==> src/verilog/psd_pkg.sv <==
// Package holding register map, field layout, strap defaults and carrier types for the strap mapper
package psd_pkg;

	// Avalon word addresses of the registers
	localparam int          ADDR_W        = 4;
	localparam logic [3:0]  OFS_BASIC     = 4'h0;
	localparam logic [3:0]  OFS_ADVERT    = 4'h1;
	localparam logic [3:0]  OFS_SPECIAL   = 4'h2;
	localparam logic [3:0]  OFS_PAUSE     = 4'h3;
	localparam logic [3:0]  OFS_VPARTNER  = 4'h4;
	localparam logic [3:0]  OFS_P0_STATUS = 4'h5;
	localparam logic [3:0]  OFS_STRAPS    = 4'h6;

	// Basic control fields
	localparam int BASIC_AN_EN  = 0;
	localparam int BASIC_SPEED  = 1;
	localparam int BASIC_DUPLEX = 2;
	// Advertisement fields
	localparam int ADV_10HD     = 0;
	localparam int ADV_10FD     = 1;
	localparam int ADV_SYM      = 2;
	localparam int ADV_ASYM     = 3;
	// Port 2 pause control fields
	localparam int PAUSE_BP     = 0;
	localparam int PAUSE_MANUAL = 1;
	localparam int PAUSE_TX     = 2;
	localparam int PAUSE_RX     = 3;
	// Virtual partner ability fields
	localparam int VP_10HD      = 0;
	localparam int VP_10FD      = 1;
	localparam int VP_100HD     = 2;
	localparam int VP_100FD     = 3;
	// Port 0 status fields
	localparam int P0_SPEED_100 = 0;
	localparam int P0_AN_FAIL   = 1;
	// Strap register: soft straps in 6:0, hard straps in 9:8
	localparam int STRAP_HARD_LO = 8;

	// Port 2 mode field codes
	localparam logic [2:0] MODE_10HD    = 3'h0;
	localparam logic [2:0] MODE_10FD    = 3'h1;
	localparam logic [2:0] MODE_100HD   = 3'h2;
	localparam logic [2:0] MODE_100FD   = 3'h3;
	localparam logic [2:0] MODE_AN_ALL  = 3'h7;

	// Avalon response codes
	localparam logic [1:0] RESP_OK      = 2'h0;
	localparam logic [1:0] RESP_DECERR  = 2'h3;

	// Soft strap set, one bit per strap
	typedef struct packed {
		logic speed0;
		logic manfc2;
		logic fdfc2;
		logic bp2;
		logic duplex2;
		logic autoneg2;
		logic speed2;
	} psd_strap_t;

	// Register contents that straps give defaults to
	typedef struct packed {
		logic [2:0] basic;
		logic [3:0] advert;
		logic [2:0] mode;
		logic [3:0] pause;
		logic [3:0] vpartner;
	} psd_cfg_t;

	// Strap values when nothing drives them
	localparam psd_strap_t STRAP_RESET = '{speed0: 1'b1, manfc2: 1'b0, fdfc2: 1'b1, bp2: 1'b1,
		duplex2: 1'b1, autoneg2: 1'b1, speed2: 1'b1};
	localparam logic [1:0] HARD_RESET  = 2'h0;

	// Register contents that those strap values give
	localparam psd_cfg_t CFG_RESET = '{basic: 3'h7, advert: 4'hf, mode: 3'h7, pause: 4'hd, vpartner: 4'hf};

endpackage

==> src/verilog/psd_strap_mapper.sv <==
// Strap capture, EEPROM override and Avalon-MM register file for port 2 and port 0 defaults
//
// Functional notes
// - Port 2 speed low bit defaults from the port 2 speed strap, which defaults high.
// - Speed strap also sets port 2 ten-meg advertisement bits and mode field.
// - Auto-negotiation strap also shapes speed, duplex, ten-meg advertisement and mode defaults.
// - Duplex strap, default high, sets duplex bit, ten-meg full advertisement and mode.
// - Backpressure strap, default high, sets port 2 backpressure enable default.
// - Flow control strap, default high, sets both port 2 pause enable defaults.
// - Flow control strap also shapes the advertised asymmetric pause default.
// - Manual flow control strap, default low, sets the manual select default.
// - Manual flow control strap also sets advertised symmetric and asymmetric pause defaults.
// - Port 0 speed strap, default high, sets virtual partner ability defaults.
// - When virtual auto-negotiation fails, port 0 runs at the strapped speed.
// - EEPROM loader may replace soft straps; hard straps latch only at reset.
module psd_strap_mapper (
	input  wire  logic                         clk_sys,
	input  wire  logic                         reset,
	input  wire  psd_pkg::psd_strap_t          strap_pins,
	input  wire  logic [1:0]                   hard_pins,
	input  wire  logic                         eeprom_valid,
	input  wire  psd_pkg::psd_strap_t          eeprom_straps,
	input  wire  logic                         vphy_an_fail,
	input  wire  logic                         vphy_an_speed_100,
	input  wire  logic [psd_pkg::ADDR_W-1:0]   avs_address,
	input  wire  logic                         avs_read,
	input  wire  logic                         avs_write,
	input  wire  logic [31:0]                  avs_writedata,
	input  wire  logic [3:0]                   avs_byteenable,
	output logic [31:0]                        avs_readdata,
	output logic                               avs_waitrequest,
	output logic [1:0]                         avs_response,
	output psd_pkg::psd_cfg_t                  cfg_out,
	output logic [1:0]                         hard_out,
	output logic                               p0_speed_100
);
	import psd_pkg::*;

	psd_strap_t  strap_reg;
	logic [1:0]  hard_reg;
	psd_cfg_t    cfg_reg;
	logic        pending_reg;
	logic        an_fail_reg;
	logic        p0_speed_reg;
	logic        wait_reg;
	logic [31:0] rdata_reg;
	logic [1:0]  resp_reg;

	psd_strap_t  map_in;
	psd_cfg_t    dflt;
	logic        load;
	logic        req;
	logic        commit;
	logic        wr_commit;
	logic        lane0;
	logic        hit;
	logic [31:0] rd_word;

	// Widen a narrow field into a read word
	function automatic logic [31:0] zext4(input logic [3:0] v);
		return {28'h0000000, v};
	endfunction

	// Bus request accepted at the edge where waitrequest is low
	assign req       = avs_read | avs_write;
	assign commit    = req & ~wait_reg;
	assign wr_commit = avs_write & ~wait_reg;
	assign lane0     = avs_byteenable[0];

	// First cycle after reset takes the pins; later an EEPROM load replaces them
	assign map_in = pending_reg ? strap_pins : eeprom_straps;
	assign load   = pending_reg | eeprom_valid;

	psd_default_map u_map (
		.straps (map_in),
		.dflt   (dflt)
	);

	// Pin capture waits one cycle past reset so reset never loads a port value
	always_ff @(posedge clk_sys) begin
		if (reset) begin
			pending_reg <= 1'b1;
		end else begin
			pending_reg <= 1'b0;
		end
	end

	// Soft straps: pins after reset, EEPROM afterwards
	always_ff @(posedge clk_sys) begin
		if (reset) begin
			strap_reg <= STRAP_RESET;
		end else if (load) begin
			strap_reg <= map_in;
		end
	end

	// Hard straps latch once; the EEPROM cannot reach them
	always_ff @(posedge clk_sys) begin
		if (reset) begin
			hard_reg <= HARD_RESET;
		end else if (pending_reg) begin
			hard_reg <= hard_pins;
		end
	end

	// Config registers: defaults on load, software writes otherwise
	always_ff @(posedge clk_sys) begin
		if (reset) begin
			cfg_reg <= CFG_RESET;
		end else if (load) begin
			// Load wins over a write in the same cycle so the new defaults are consistent
			cfg_reg <= dflt;
		end else if (wr_commit && lane0) begin
			case (avs_address)
				OFS_BASIC:    cfg_reg.basic    <= avs_writedata[2:0];
				OFS_ADVERT:   cfg_reg.advert   <= avs_writedata[3:0];
				OFS_SPECIAL:  cfg_reg.mode     <= avs_writedata[2:0];
				OFS_PAUSE:    cfg_reg.pause    <= avs_writedata[3:0];
				OFS_VPARTNER: cfg_reg.vpartner <= avs_writedata[3:0];
				default:      cfg_reg          <= cfg_reg;
			endcase
		end
	end

	// Port 0 speed: fallback to the strap when virtual negotiation fails
	always_ff @(posedge clk_sys) begin
		if (reset) begin
			an_fail_reg  <= 1'b0;
			p0_speed_reg <= STRAP_RESET.speed0;
		end else begin
			an_fail_reg  <= vphy_an_fail;
			p0_speed_reg <= vphy_an_fail ? strap_reg.speed0 : vphy_an_speed_100;
		end
	end

	// Read decode; unmapped addresses read zero with a decode error
	always_comb begin
		hit     = 1'b1;
		rd_word = 32'h00000000;
		case (avs_address)
			OFS_BASIC:     rd_word = {29'h00000000, cfg_reg.basic};
			OFS_ADVERT:    rd_word = zext4(cfg_reg.advert);
			OFS_SPECIAL:   rd_word = {29'h00000000, cfg_reg.mode};
			OFS_PAUSE:     rd_word = zext4(cfg_reg.pause);
			OFS_VPARTNER:  rd_word = zext4(cfg_reg.vpartner);
			OFS_P0_STATUS: rd_word = {30'h00000000, an_fail_reg, p0_speed_reg};
			OFS_STRAPS:    rd_word = {22'h000000, hard_reg, 1'b0, strap_reg};
			default:       hit     = 1'b0;
		endcase
	end

	// One wait state: waitrequest drops for exactly one cycle per request
	always_ff @(posedge clk_sys) begin
		if (reset) begin
			wait_reg  <= 1'b1;
			rdata_reg <= 32'h00000000;
			resp_reg  <= RESP_OK;
		end else if (req && wait_reg) begin
			wait_reg  <= 1'b0;
			rdata_reg <= (avs_read && hit) ? rd_word : 32'h00000000;
			resp_reg  <= hit ? RESP_OK : RESP_DECERR;
		end else begin
			wait_reg  <= 1'b1;
			rdata_reg <= rdata_reg;
			resp_reg  <= resp_reg;
		end
	end

	// Outputs straight from flops
	assign avs_readdata    = rdata_reg;
	assign avs_waitrequest = wait_reg;
	assign avs_response    = resp_reg;
	assign cfg_out         = cfg_reg;
	assign hard_out        = hard_reg;
	assign p0_speed_100    = p0_speed_reg;
endmodule

==> src/verilog/psd_default_map.sv <==
// Combinational mapping from a soft strap set to register default values
module psd_default_map (
	input  wire psd_pkg::psd_strap_t straps,
	output psd_pkg::psd_cfg_t        dflt
);
	import psd_pkg::*;

	// Mode code for a forced link
	function automatic logic [2:0] forced_mode(input logic spd, input logic dpx);
		logic [2:0] m;
		m = spd ? (dpx ? MODE_100FD : MODE_100HD) : (dpx ? MODE_10FD : MODE_10HD);
		return m;
	endfunction

	logic ten_adv;
	logic sym_adv;

	// Ten-meg abilities stay advertised with auto-negotiation on; forced 100 drops them
	assign ten_adv = straps.autoneg2 | ~straps.speed2;
	// Manual flow control withholds both pause abilities
	assign sym_adv = straps.fdfc2 & ~straps.manfc2;

	// Basic control: auto-negotiation start forces speed and duplex bits high
	assign dflt.basic[BASIC_AN_EN]  = straps.autoneg2;
	assign dflt.basic[BASIC_SPEED]  = straps.speed2 | straps.autoneg2;
	assign dflt.basic[BASIC_DUPLEX] = straps.duplex2 | straps.autoneg2;

	// Advertisement bits
	assign dflt.advert[ADV_10HD] = ten_adv;
	assign dflt.advert[ADV_10FD] = ten_adv & straps.duplex2;
	assign dflt.advert[ADV_SYM]  = sym_adv;
	assign dflt.advert[ADV_ASYM] = sym_adv;

	// Mode field
	assign dflt.mode = straps.autoneg2 ? MODE_AN_ALL : forced_mode(straps.speed2, straps.duplex2);

	// Port 2 pause control
	assign dflt.pause[PAUSE_BP]     = straps.bp2;
	assign dflt.pause[PAUSE_MANUAL] = straps.manfc2;
	assign dflt.pause[PAUSE_TX]     = straps.fdfc2;
	assign dflt.pause[PAUSE_RX]     = straps.fdfc2;

	// Virtual partner: 100 abilities only with the port 0 speed strap high
	assign dflt.vpartner[VP_10HD]  = 1'b1;
	assign dflt.vpartner[VP_10FD]  = 1'b1;
	assign dflt.vpartner[VP_100HD] = straps.speed0;
	assign dflt.vpartner[VP_100FD] = straps.speed0;

endmodule

==> config.mk <==
export PLATFORM = sky130hd
export DESIGN_NAME = psd_strap_mapper
export DESIGN_NICKNAME = d
export VERILOG_FILES = /design/src/verilog/psd_pkg.sv /design/src/verilog/psd_strap_mapper.sv /design/src/verilog/psd_default_map.sv
export SDC_FILE = /design/constraint.sdc
export NUM_CORES = 1
export LEC_CHECK = 0
export BUFFER_PORTS_ARGS = -buffer_cell sky130_fd_sc_hd__buf_2
export CAP_MARGIN = 10
export CORE_ASPECT_RATIO = 0.5
export CORE_MARGIN = 8
export CORE_UTILIZATION = 40
export CTS_CLUSTER_SIZE = 30
export DETAILED_ROUTE_END_ITERATION = 6
export GPL_ROUTABILITY_DRIVEN = 1
export PLACE_DENSITY_LB_ADDON = 0.08
export SYNTH_ARGS = -nofsm -noshare
export SYNTH_HDL_FRONTEND = slang
export SYNTH_SLANG_ARGS = --single-unit
==> constraint.sdc <==
create_clock -name clk_sys -period 1.3 [get_ports clk_sys]
set_input_delay 0 -clock clk_sys [delete_from_list [all_inputs] [get_ports clk_sys]]
set_output_delay 0 -clock clk_sys [all_outputs]
set_load 0.03 [all_outputs]
### Word-level counts from Yosys, hierarchy flattened

Cells that the tools add are included.

* register bits: 65
* output and inout port bits: 56
* input port bits: 63
* word-level logic and storage cells: 74

* equality and inequality tests: 6
* reductions and logical operators: 18
* mux-type cells: 19
* bitwise operators: 11

Operators with widths (count)
* $pmux W10 S7: 1
* $mux W18: 2
* $mux W32: 1
* $eq A4 B3 Y1 const B: 3
* $mux W3: 4
* $mux W4: 3
* $reduce_and A2 Y1: 6
* $reduce_bool A2 Y1: 6
* $eq A4 B2 Y1 const B: 2
* $mux W7: 1
* $reduce_or A7 Y1: 1
* $mux W1: 6
* $or A1 B1 Y1: 5
* $eq A4 B1 Y1 const B: 1
* $logic_not A4 Y1: 1
* $and A1 B1 Y1: 3
* $logic_and A1 B1 Y1: 3
* $not A1 Y1: 3
* $mux W2: 1
* $reduce_or A2 Y1: 1

### Depth between registers and ports, before layout

Gate-level depths: netlist of the first run.

* depth in word-level cells: 5
* gate-level depth with buffers: 5
* gate-level depth less buffers: 4

### Hierarchy

A second synthesis of the first run with hierarchy kept.

* cells, all modules: 271
* area, all modules: 2341.0 sq um

By module, submodules not included
* psd_strap_mapper: times used 1, area an instance 2183.3 sq um, cells an instance 250, seq. area each 820.8 sq um
* psd_default_map: times used 1, area an instance 157.7 sq um, cells an instance 21, seq. area each 0.0 sq um

### Least setup slack after synthesis of the first run

No wires, ideal clock.

* path type: reg2reg
* from: register wait_reg (netlist: avs_waitrequest)
* to: register cfg_reg, in the netlist cfg_out[4]
* buffers on the path: 1
* library setup time: 134 ps
* path slack: -167 ps
* period minus slack after synthesis: 1467 ps
* stages on the path, launching flop included: 6
* arrival: 1334 ps
* required time: 1166 ps
* cells stage by stage: dfxtp_1 > and3b_1 > buf_2 > and3_1 > nor3b_1 > o21ai_0

* word-level cells in the longest chain between the ends: 5

Ends and longest elaborated chain
* start, declared: RTL line psd_strap_mapper.sv:45 `logic wait_reg;`
* start signal, assigned: RTL line psd_strap_mapper.sv:155 `wait_reg <= 1'b1;`
* start signal, assigned: RTL line psd_strap_mapper.sv:159 `wait_reg <= 1'b0;`
* start signal, assigned: RTL line psd_strap_mapper.sv:163 `wait_reg <= 1'b1;`
* $not A1 Y1: RTL line psd_strap_mapper.sv:67 `assign wr_commit = avs_write & ~wait_reg;`
* $and A1 B1 Y1: RTL line psd_strap_mapper.sv:67
* $logic_and A1 B1 Y1: RTL line psd_strap_mapper.sv:113 `end else if (wr_commit && lane0) begin`
* $reduce_bool A2 Y1 (no line)
* $reduce_and A2 Y1 (no line)
* end signal, assigned: RTL line psd_strap_mapper.sv:112 `cfg_reg <= dflt;`
* end signal, assigned: RTL line psd_strap_mapper.sv:120 `default: cfg_reg <= cfg_reg;`
* end, declared: RTL line psd_strap_mapper.sv:41 `psd_cfg_t cfg_reg;`

Every way passes these cells.
A chain may end at the register's enable or synchronous reset.

### Final worst setup path of the first run

* from: register wait_reg (netlist: avs_waitrequest)
* to: register cfg_reg, in the netlist cfg_out[10]

The elaborated chain is that of the path after synthesis.

==> metrics.txt, run 1 <==
fin nets 411; Critical Path RT 1.49 ns; Syn-to-layout area delta 35.2%; R2R setup slack 0.008 ns; worst vdd ir 0.573 mV; worst-skew pair later-pin latency 0.29 ns; PnR Total Power 3.02 mW; Util after Layout 55.0%; terminus of the critical flop-to-flop path cfg_out[10]; most frequent cells in the layout buf_2, dfxtp_1, buf_4; number of setup violations in the final report 0; Row Count 19; vias in the first global route 2217; top_reg_cell synth dfxtp_1; period utilization 99.4%; max FFs per register 18; DRC errors left 0; crit path time final 1.29 ns; Hold Path End strap_reg[0]; Via density 5.18; Non-Filler Instances 422; Die Ht 68.4 µm; die width 121 µm; Clock Skew 0.00683 ns; Num CTS Buffers 5; ANT nets after route 0; DRT Pass-1 Iters 4; post-DR wirelength/cell 16.8 µm; Synth Register Bits 41; ant diodes 0; I/O pin count 119; Avg Cell Area, Syn 8.58 µm²; IO Port Bufs 64; pwr/cell area 1020 nW/µm²; CTS tree yes; Hold Path Class in2reg; critical path capture point type flip-flop; slew margin rel. 63.0%; Inst Count DP 406; maximum clock path buffer count 2; first-pass GRT wire length 11000 µm; Async S/R FF share, synth 0%; post-synthesis sequential area ratio 37.4%; crit path DAT 1.48 ns; Critical Path Start Type flip-flop; max-slew violation count 0; CTS sink cnt 41; Hold Path Cell Cnt 3; H-tree depth 2; Area contributors post-synth dfxtp_1, buf_4, mux2i_1; worst-path fanout max 8; routed wire length 7100 µm; pin count of the biggest net entering global routing 16; Synth area leader dfxtp_1; share of the synthesized area in the top cell type 37.4%; Worst-Margin Slew 0.547 ns; CTS Root Cell clkbuf_8; layout cells sized above 1 39.8%; Post-synth EDFFs 0; count of final hold-check violations 0; R2R depth 5; worst r2r src avs_waitrequest; Max-cap violations 0; Netlist Area Pre-Place 2200 µm²; Initial Utilization 40.7%; GRT Residual Overflow 0; Filler cells 531; Yosys Warn Count 0; HP Start strap_pins[0]; pre-CTS setup slack -0.153 ns; Leak 1.34 nW; Die ar. 8260 µm²; commonest non-fill, non-tap cell in the layout buf_2; critical path class reg2reg; Core Footprint 5400 µm²; hpwl dp 5690 µm; Cells after Synth 256; initial antenna violation count 0; RSZ-0062 raised after global routing yes; GPL Wtd Cong 0.896; final worst slack 0.00821 ns; status finished, final reports clean; Worst-path clk slew 0.08 ns; hold_ws 0.0180 ns; gr usage total 17.0%; via count 2184; highest clock rate 774 MHz; Synth cell types 52; DR iter-0 viols 225
[Yosys cell counts (all sizes together), types with 2 or more instances]
cell type,number
buf,34
o21ai,17
o221ai,2
a21oi,5
dfxtp,41
o21a,3
nor2,29
and2b,2
nand3,7
a32o,3
nor4b,2
a211oi,2
nor3b,4
nand2b,3
nor2b,4
nand2,20
clkbuf,6
o22ai,2
nor3,3
a32oi,2
mux2i,12
nand3b,3
mux2,3
a211o,2
or2,2
a21o,2
a22oi,12
and3,5
a31oi,4
inv,5
[worst max-delay path: stages (launching register included)]
cell and delay (ns):
dfxtp_4 0.35, and3b_2 0.37, buf_4 0.16, nand2_1 0.06
mux2i_1 0.17, o21bai_1 0.07
[cell type report]
cell class / instances / area, µm² / share of cell area, %
Tap cell: 73 / 91.3 / 3.08
Multi-Input combinational cell: 192 / 1300 / 43.9
Clock inverter: 3 / 17.5 / 0.590
Clock buffer: 5 / 68.8 / 2.32
Sequential cell: 41 / 831 / 28.0
Timing Repair Buffer: 103 / 638 / 21.5
Inverter: 5 / 18.8 / 0.632
[metal layers]
metal  wire length [µm]  vias up  track usage [%]
met5                  0        -                0
met4                  9        0             1.85
met3                805        2             5.35
met2               2960      102             26.1
met1               3320     1025             23.7
li1                   -     1055                -
[power breakdown]
part	switching, mW	leakage (nW)	internal, mW	total [mW]
Sequential	0.0643	0.339	1.33	1.39
Combinational	0.499	0.955	0.291	0.790
Clock	0.465	0.0439	0.371	0.836
[worst max path at each step]
stage / startpoint / endpoint / cells after the start
floorplan: avs_waitrequest / cfg_out[4] / 5
global placement: pending_reg / cfg_out[4] / 5
detailed placement: pending_reg / cfg_out[4] / 5
CTS: avs_waitrequest / cfg_out[9] / 5
global route: avs_waitrequest / cfg_out[12] / 4
finish: avs_waitrequest / cfg_out[10] / 5
[cells by family after synthesis]
kind of cell | synth area share [%]
AOI/OAI and AO/OA | 20.6
buffers and inverters | 12.8
DFF | 37.4
muxes | 7.01
other | 0.171
and+or+nand+nor | 22.1
[per-stage QoR]
stage | setup TNS [ns] | area [µm²]
floorplan | -0.00290 | 2290
global placement | -0.500 | 2670
finish | 0 | 2970
detailed placement | -0.815 | 2670
global route | -0.483 | 2970
CTS | -0.0106 | 2890
[what timing repair did]
item,4_1_cts,5_1_grt
hold endpoints to repair,6,0
pin swaps,2,11
buffers inserted,1,1
endpoints found under the setup margin,15,20
gates cloned,0,0
resized for setup,12,25
hold buffers,7,0
Power figures use the tool's default switching activity.
==> run 2, diff against run 1 <==
- PLACE_DENSITY: unset -> 0.86
- PLACE_DENSITY_LB_ADDON: 0.08 -> unset
==> run 2 against run 1 <==
The run now ends with setup timing left. Critical path depth decreased by 1. Hold slack got worse by 0.0092 ns. Critical endpoint is now cfg_out[3]. Cell count increased by 0.47%. Sequential cell count unchanged. Utilization increased by 1.0 points. Highest routed layer unchanged. Power increased by 9.5%. Critical path type unchanged. Sequential power about the same. First-iteration DRC count increased by 5.8%. Global-route usage increased by 0.54 points. Clock power increased by 28%. Register-to-register slack got worse by 0.16 ns. Via count increased by 12%.
==> metrics.txt, run 2 (synthesized netlist as in run 1, its figures left out) <==
die width 121 µm; pwr/cell area 1090 nW/µm²; IO Port Bufs 64; Core Footprint 5400 µm²; worst r2r src avs_waitrequest; via count 2440; Num CTS Buffers 5; Row Count 19; max FFs per register 18; worst vdd ir 0.661 mV; CTS sink cnt 41; final worst slack -0.149 ns; slew margin rel. 55.3%; Util after Layout 56.0%; fin nets 413; highest clock rate 690 MHz; maximum clock path buffer count 2; worst-skew pair later-pin latency 0.31 ns; critical path capture point type flip-flop; status finished with violations; Via density 5.75; pin count of the biggest net entering global routing 15; HP Start strap_pins[5]; GRT Residual Overflow 0; initial antenna violation count 0; I/O pin count 119; ANT nets after route 0; vias in the first global route 2310; hpwl dp 5290 µm; Max-cap violations 0; Leak 1.37 nW; worst-path fanout max 6; setup TNS -0.651 ns; layout cells sized above 1 40.2%; RSZ-0062 raised after global routing yes; R2R setup slack -0.15 ns; R2R depth 4; Hold Path Class in2reg; Worst-path clk slew 0.09 ns; count of final hold-check violations 0; max-slew violation count 0; Die Ht 68.4 µm; Initial Utilization 40.7%; H-tree depth 2; post-DR wirelength/cell 19.6 µm; crit path time final 1.45 ns; DR iter-0 viols 238; Hold Path End cfg_out[5]; Syn-to-layout area delta 37.7%; Worst-Margin Slew 0.662 ns; period utilization 111%; DRT Pass-1 Iters 5; DRC errors left 0; failing checks setup timing; first-pass GRT wire length 11400 µm; gr usage total 17.6%; Critical Path RT 1.47 ns; CTS Root Cell clkbuf_8; ant diodes 0; most frequent cells in the layout buf_2, dfxtp_1, buf_4; Clock Skew 0.0145 ns; critical path class reg2reg; GPL Wtd Cong 0.919; commonest non-fill, non-tap cell in the layout buf_2; Die ar. 8260 µm²; Hold Path Cell Cnt 3; Critical Path Start Type flip-flop; number of setup violations in the final report 14; crit path DAT 1.61 ns; terminus of the critical flop-to-flop path cfg_out[3]; CTS tree yes; routed wire length 8310 µm
run 2: cell count changes in the layout (fill, tap and decap cells not counted), sizes merged:
cell | before | now
inv | 5 | 6
clkinvlp | 1 | 0
bufinv | 0 | 1
buf | 96 | 98
clkinv | 2 | 1
run 2: routing by layer:
layer	GRT usage, %	wire length, µm	up-vias
met1	20.2	3140	1108
met3	5.19	1100	64
met2	30.0	3620	213
met5	0	0	-
li1	-	-	1055
met4	9.40	451	0
run 2: how the worst max path moves through the flow:
stage,startpoint,end,slack (ns)
after floorplan,avs_waitrequest,cfg_out[4],-0.003
after global placement,pending_reg,cfg_out[13],-0.03
after detailed placement,pending_reg,cfg_out[14],-0.08
after CTS,avs_waitrequest,cfg_out[15],-0.01
after global routing,avs_waitrequest,cfg_out[4],-0.28
final,avs_waitrequest,cfg_out[3],-0.15
run 2: final cells by class:
class	instances	area, µm²
timing repair buffer	105	674
clock buffer	5	68.8
inverter	5	18.8
fill	431	2370
sequential	41	830
tap	73	91.3
multi-input combinational	192	1300
clock inverter	3	43.8
run 2: worst max-delay path, stage by stage, from the launching register on:
cell	delay (ns)
dfxtp_4	0.35
and3b_2	0.32
nand3_2	0.18
mux2i_1	0.29
o21ai_0	0.17
run 2: power breakdown:
group	internal (mW)	total (mW)	switching, mW
logic	0.305	0.838	0.534
clock network	0.576	1.07	0.499
registers	1.33	1.39	0.0626
run 2: repair_timing:
action	CTS	global route
hold buffers	8	0
endpoints found under the setup margin	18	20
resized for setup	13	20
cloned	0	0
setup buffers	4	1
pin swaps	3	8
endpoints found under the hold margin	8	0
run 2: per-stage QoR:
stage / hold WS (ns) / std cells / power [mW] / worst slack [ns] / cell area [µm²]
global placement: 0.194 / 404 / 2.12 / -0.0319 / 2680
global route: 0.0235 / 424 / 3.40 / -0.281 / 3020
detailed placement: 0.204 / 404 / 2.13 / -0.0763 / 2680
finish: 0.00878 / 424 / 3.31 / -0.149 / 3020
CTS: 0.00776 / 424 / 3.20 / -0.0105 / 2950
floorplan: 0.0277 / 278 / 1.93 / -0.00290 / 2290
==> run 3, diff against run 2 <==
- BUFFER_PORTS_ARGS: -buffer_cell sky130_fd_sc_hd__buf_2 -> unset
- CORE_UTILIZATION: 40 -> 42
- DONT_BUFFER_PORTS: unset -> 1
- PLACE_DENSITY: 0.86 -> 0.69
==> run 3 against run 2 <==
Sequential power hardly changed. Critical path type unchanged. Via count down 13%. The run ends with hold timing, setup timing left. Setup slack improved by 0.12 ns. Critical endpoint is now cfg_out[12]. Clock skew fell by 0.0055 ns. Largest power group unchanged. Cell count decreased by 10%.
==> metrics.txt, run 3 (synthesized netlist as in run 1, its figures left out) <==
status finished with violations; failing checks hold timing, setup timing; Core Footprint 4980 µm²; Initial Utilization 44.1%; routed wire length 7250 µm; CP bufs+invs 0; Die Ht 67.1 µm; hpwl dp 5300 µm; max-slew violation count 0; critical path capture point type flip-flop; Leak 1.24 nW; worst path cell trace and3b_2 > a31oi_4 > a311oi_2 > o21ai_0; Die ar. 7940 µm²; CP top delay family compound AO/OA/AOI/OAI gates; first-pass GRT wire length 11000 µm; count of final hold-check violations 28; Syn-to-layout area delta 32.8%; crit path DAT 1.53 ns; vias in the first global route 2076; hold_ws -0.280 ns; number of setup violations in the final report 4; CTS tree yes; worst-path fanout max 5; via count 2114; Filler cells 423; DRT Pass-1 Iters 4; final worst slack -0.0325 ns; DRC errors left 0; worst-skew pair later-pin latency 0.31 ns; CTS Root Cell clkbuf_8; most frequent cells in the layout buf_4, dfxtp_1, nor2_1; Hold Path Class in2reg; slew margin rel. 51.8%; initial antenna violation count 0; crit path time final 1.33 ns; layout cells sized above 1 32.5%; period utilization 102%; pwr/cell area 1130 nW/µm²; fin nets 373; Row Count 18; ANT nets after route 0; critical path class reg2reg; max FFs per register 18; IO Port Bufs 0; PnR Total Power 3.30 mW; worst vdd ir 0.570 mV; Critical Path RT 1.49 ns; Reg area 828 µm²; ant diodes 0; H-tree depth 2; DR iter-0 viols 140; GRT Residual Overflow 0; I/O pin count 119; Post-DP Area 2490 µm²; Worst-path clk slew 0.09 ns; RSZ-0062 raised after global routing yes; gr usage total 17.5%; commonest non-fill, non-tap cell in the layout buf_4; crit path max-delay cell type and3b_2; Post-Layout Inst Area 2920 µm²; highest clock rate 750 MHz; Critical Path Start Type flip-flop; GPL Wtd Cong 0.915; Num CTS Buffers 5; maximum clock path buffer count 2; Clock Skew 0.00896 ns; Worst-Margin Slew 0.720 ns; die width 118 µm; area of the multi-input gates 1330 µm²; Max-cap violations 0; CP peak stage delay 0.38 ns; post-DR wirelength/cell 19.0 µm; Via density 5.55; CTS Hold Buffers Added 9; pin count of the biggest net entering global routing 27; CTS sink cnt 41
[run 3: path summary, 6_finish.rpt]
check,startpoint,end,slack [ns],cells after the start
hold reg to reg,strap_reg[1],strap_reg[1],0.46,1
setup / recovery,avs_waitrequest,cfg_out[12],-0.03,4
hold / removal,reset,pending_reg,-0.28,0
setup reg to reg,avs_waitrequest,cfg_out[12],-0.03,4
[run 3: what timing repair did]
item | CTS | global route
cloned | 0 | 2
endpoints found under the setup margin | 20 | 25
resized for setup | 16 | 27
buffers inserted | 1 | 2
pin swaps | 1 | 14
hold endpoints to repair | 33 | 27
[run 3: per-layer routing]
layer | up-vias | GRT usage [%] | part of all wire (%) | wire [µm]
met3 | 18 | 6.57 | 12 | 841
met5 | - | 0 | 0 | 0
li1 | 980 | - | - | -
met1 | 1012 | 20.4 | 40 | 2870
met4 | 0 | 9.95 | 2.7 | 196
met2 | 104 | 28.1 | 46 | 3340
[run 3: worst reg2reg max path, delay by kind of cell, from the launching register on]
kind | cells | cell delay, ns
flip-flops | 1 | 0.37
AO/OA/AOI/OAI | 3 | 0.49
AND/OR/NAND/NOR | 1 | 0.38
[run 3: layout make-up]
cell class | instances | area share, %
inverter | 5 | 0.644
multi-input combinational | 193 | 45.6
clock inverter | 2 | 1.33
sequential | 41 | 28.4
tap | 70 | 3.00
timing repair buffer | 64 | 17.8
clock buffer | 6 | 3.22
[run 3: where the power goes]
group	switching, mW	internal (mW)
logic	0.453	0.280
clock network	0.489	0.696
registers	0.0496	1.33
total	0.992	2.31
[run 3: through the flow]
step / utilization, % / TNS [ns] / cells / setup WS (ns)
2_1_floorplan: - / -0.00290 / 278 / -0.00290
3_3_place_gp: 50.1 / -0.991 / 359 / -0.140
3_5_place_dp: 50.1 / -1.83 / 359 / -0.163
4_1_cts: 56.1 / -0.0756 / 377 / -0.0186
5_1_grt: 58.6 / -0.552 / 381 / -0.0477
6_report: 58.6 / -0.0618 / 381 / -0.0325
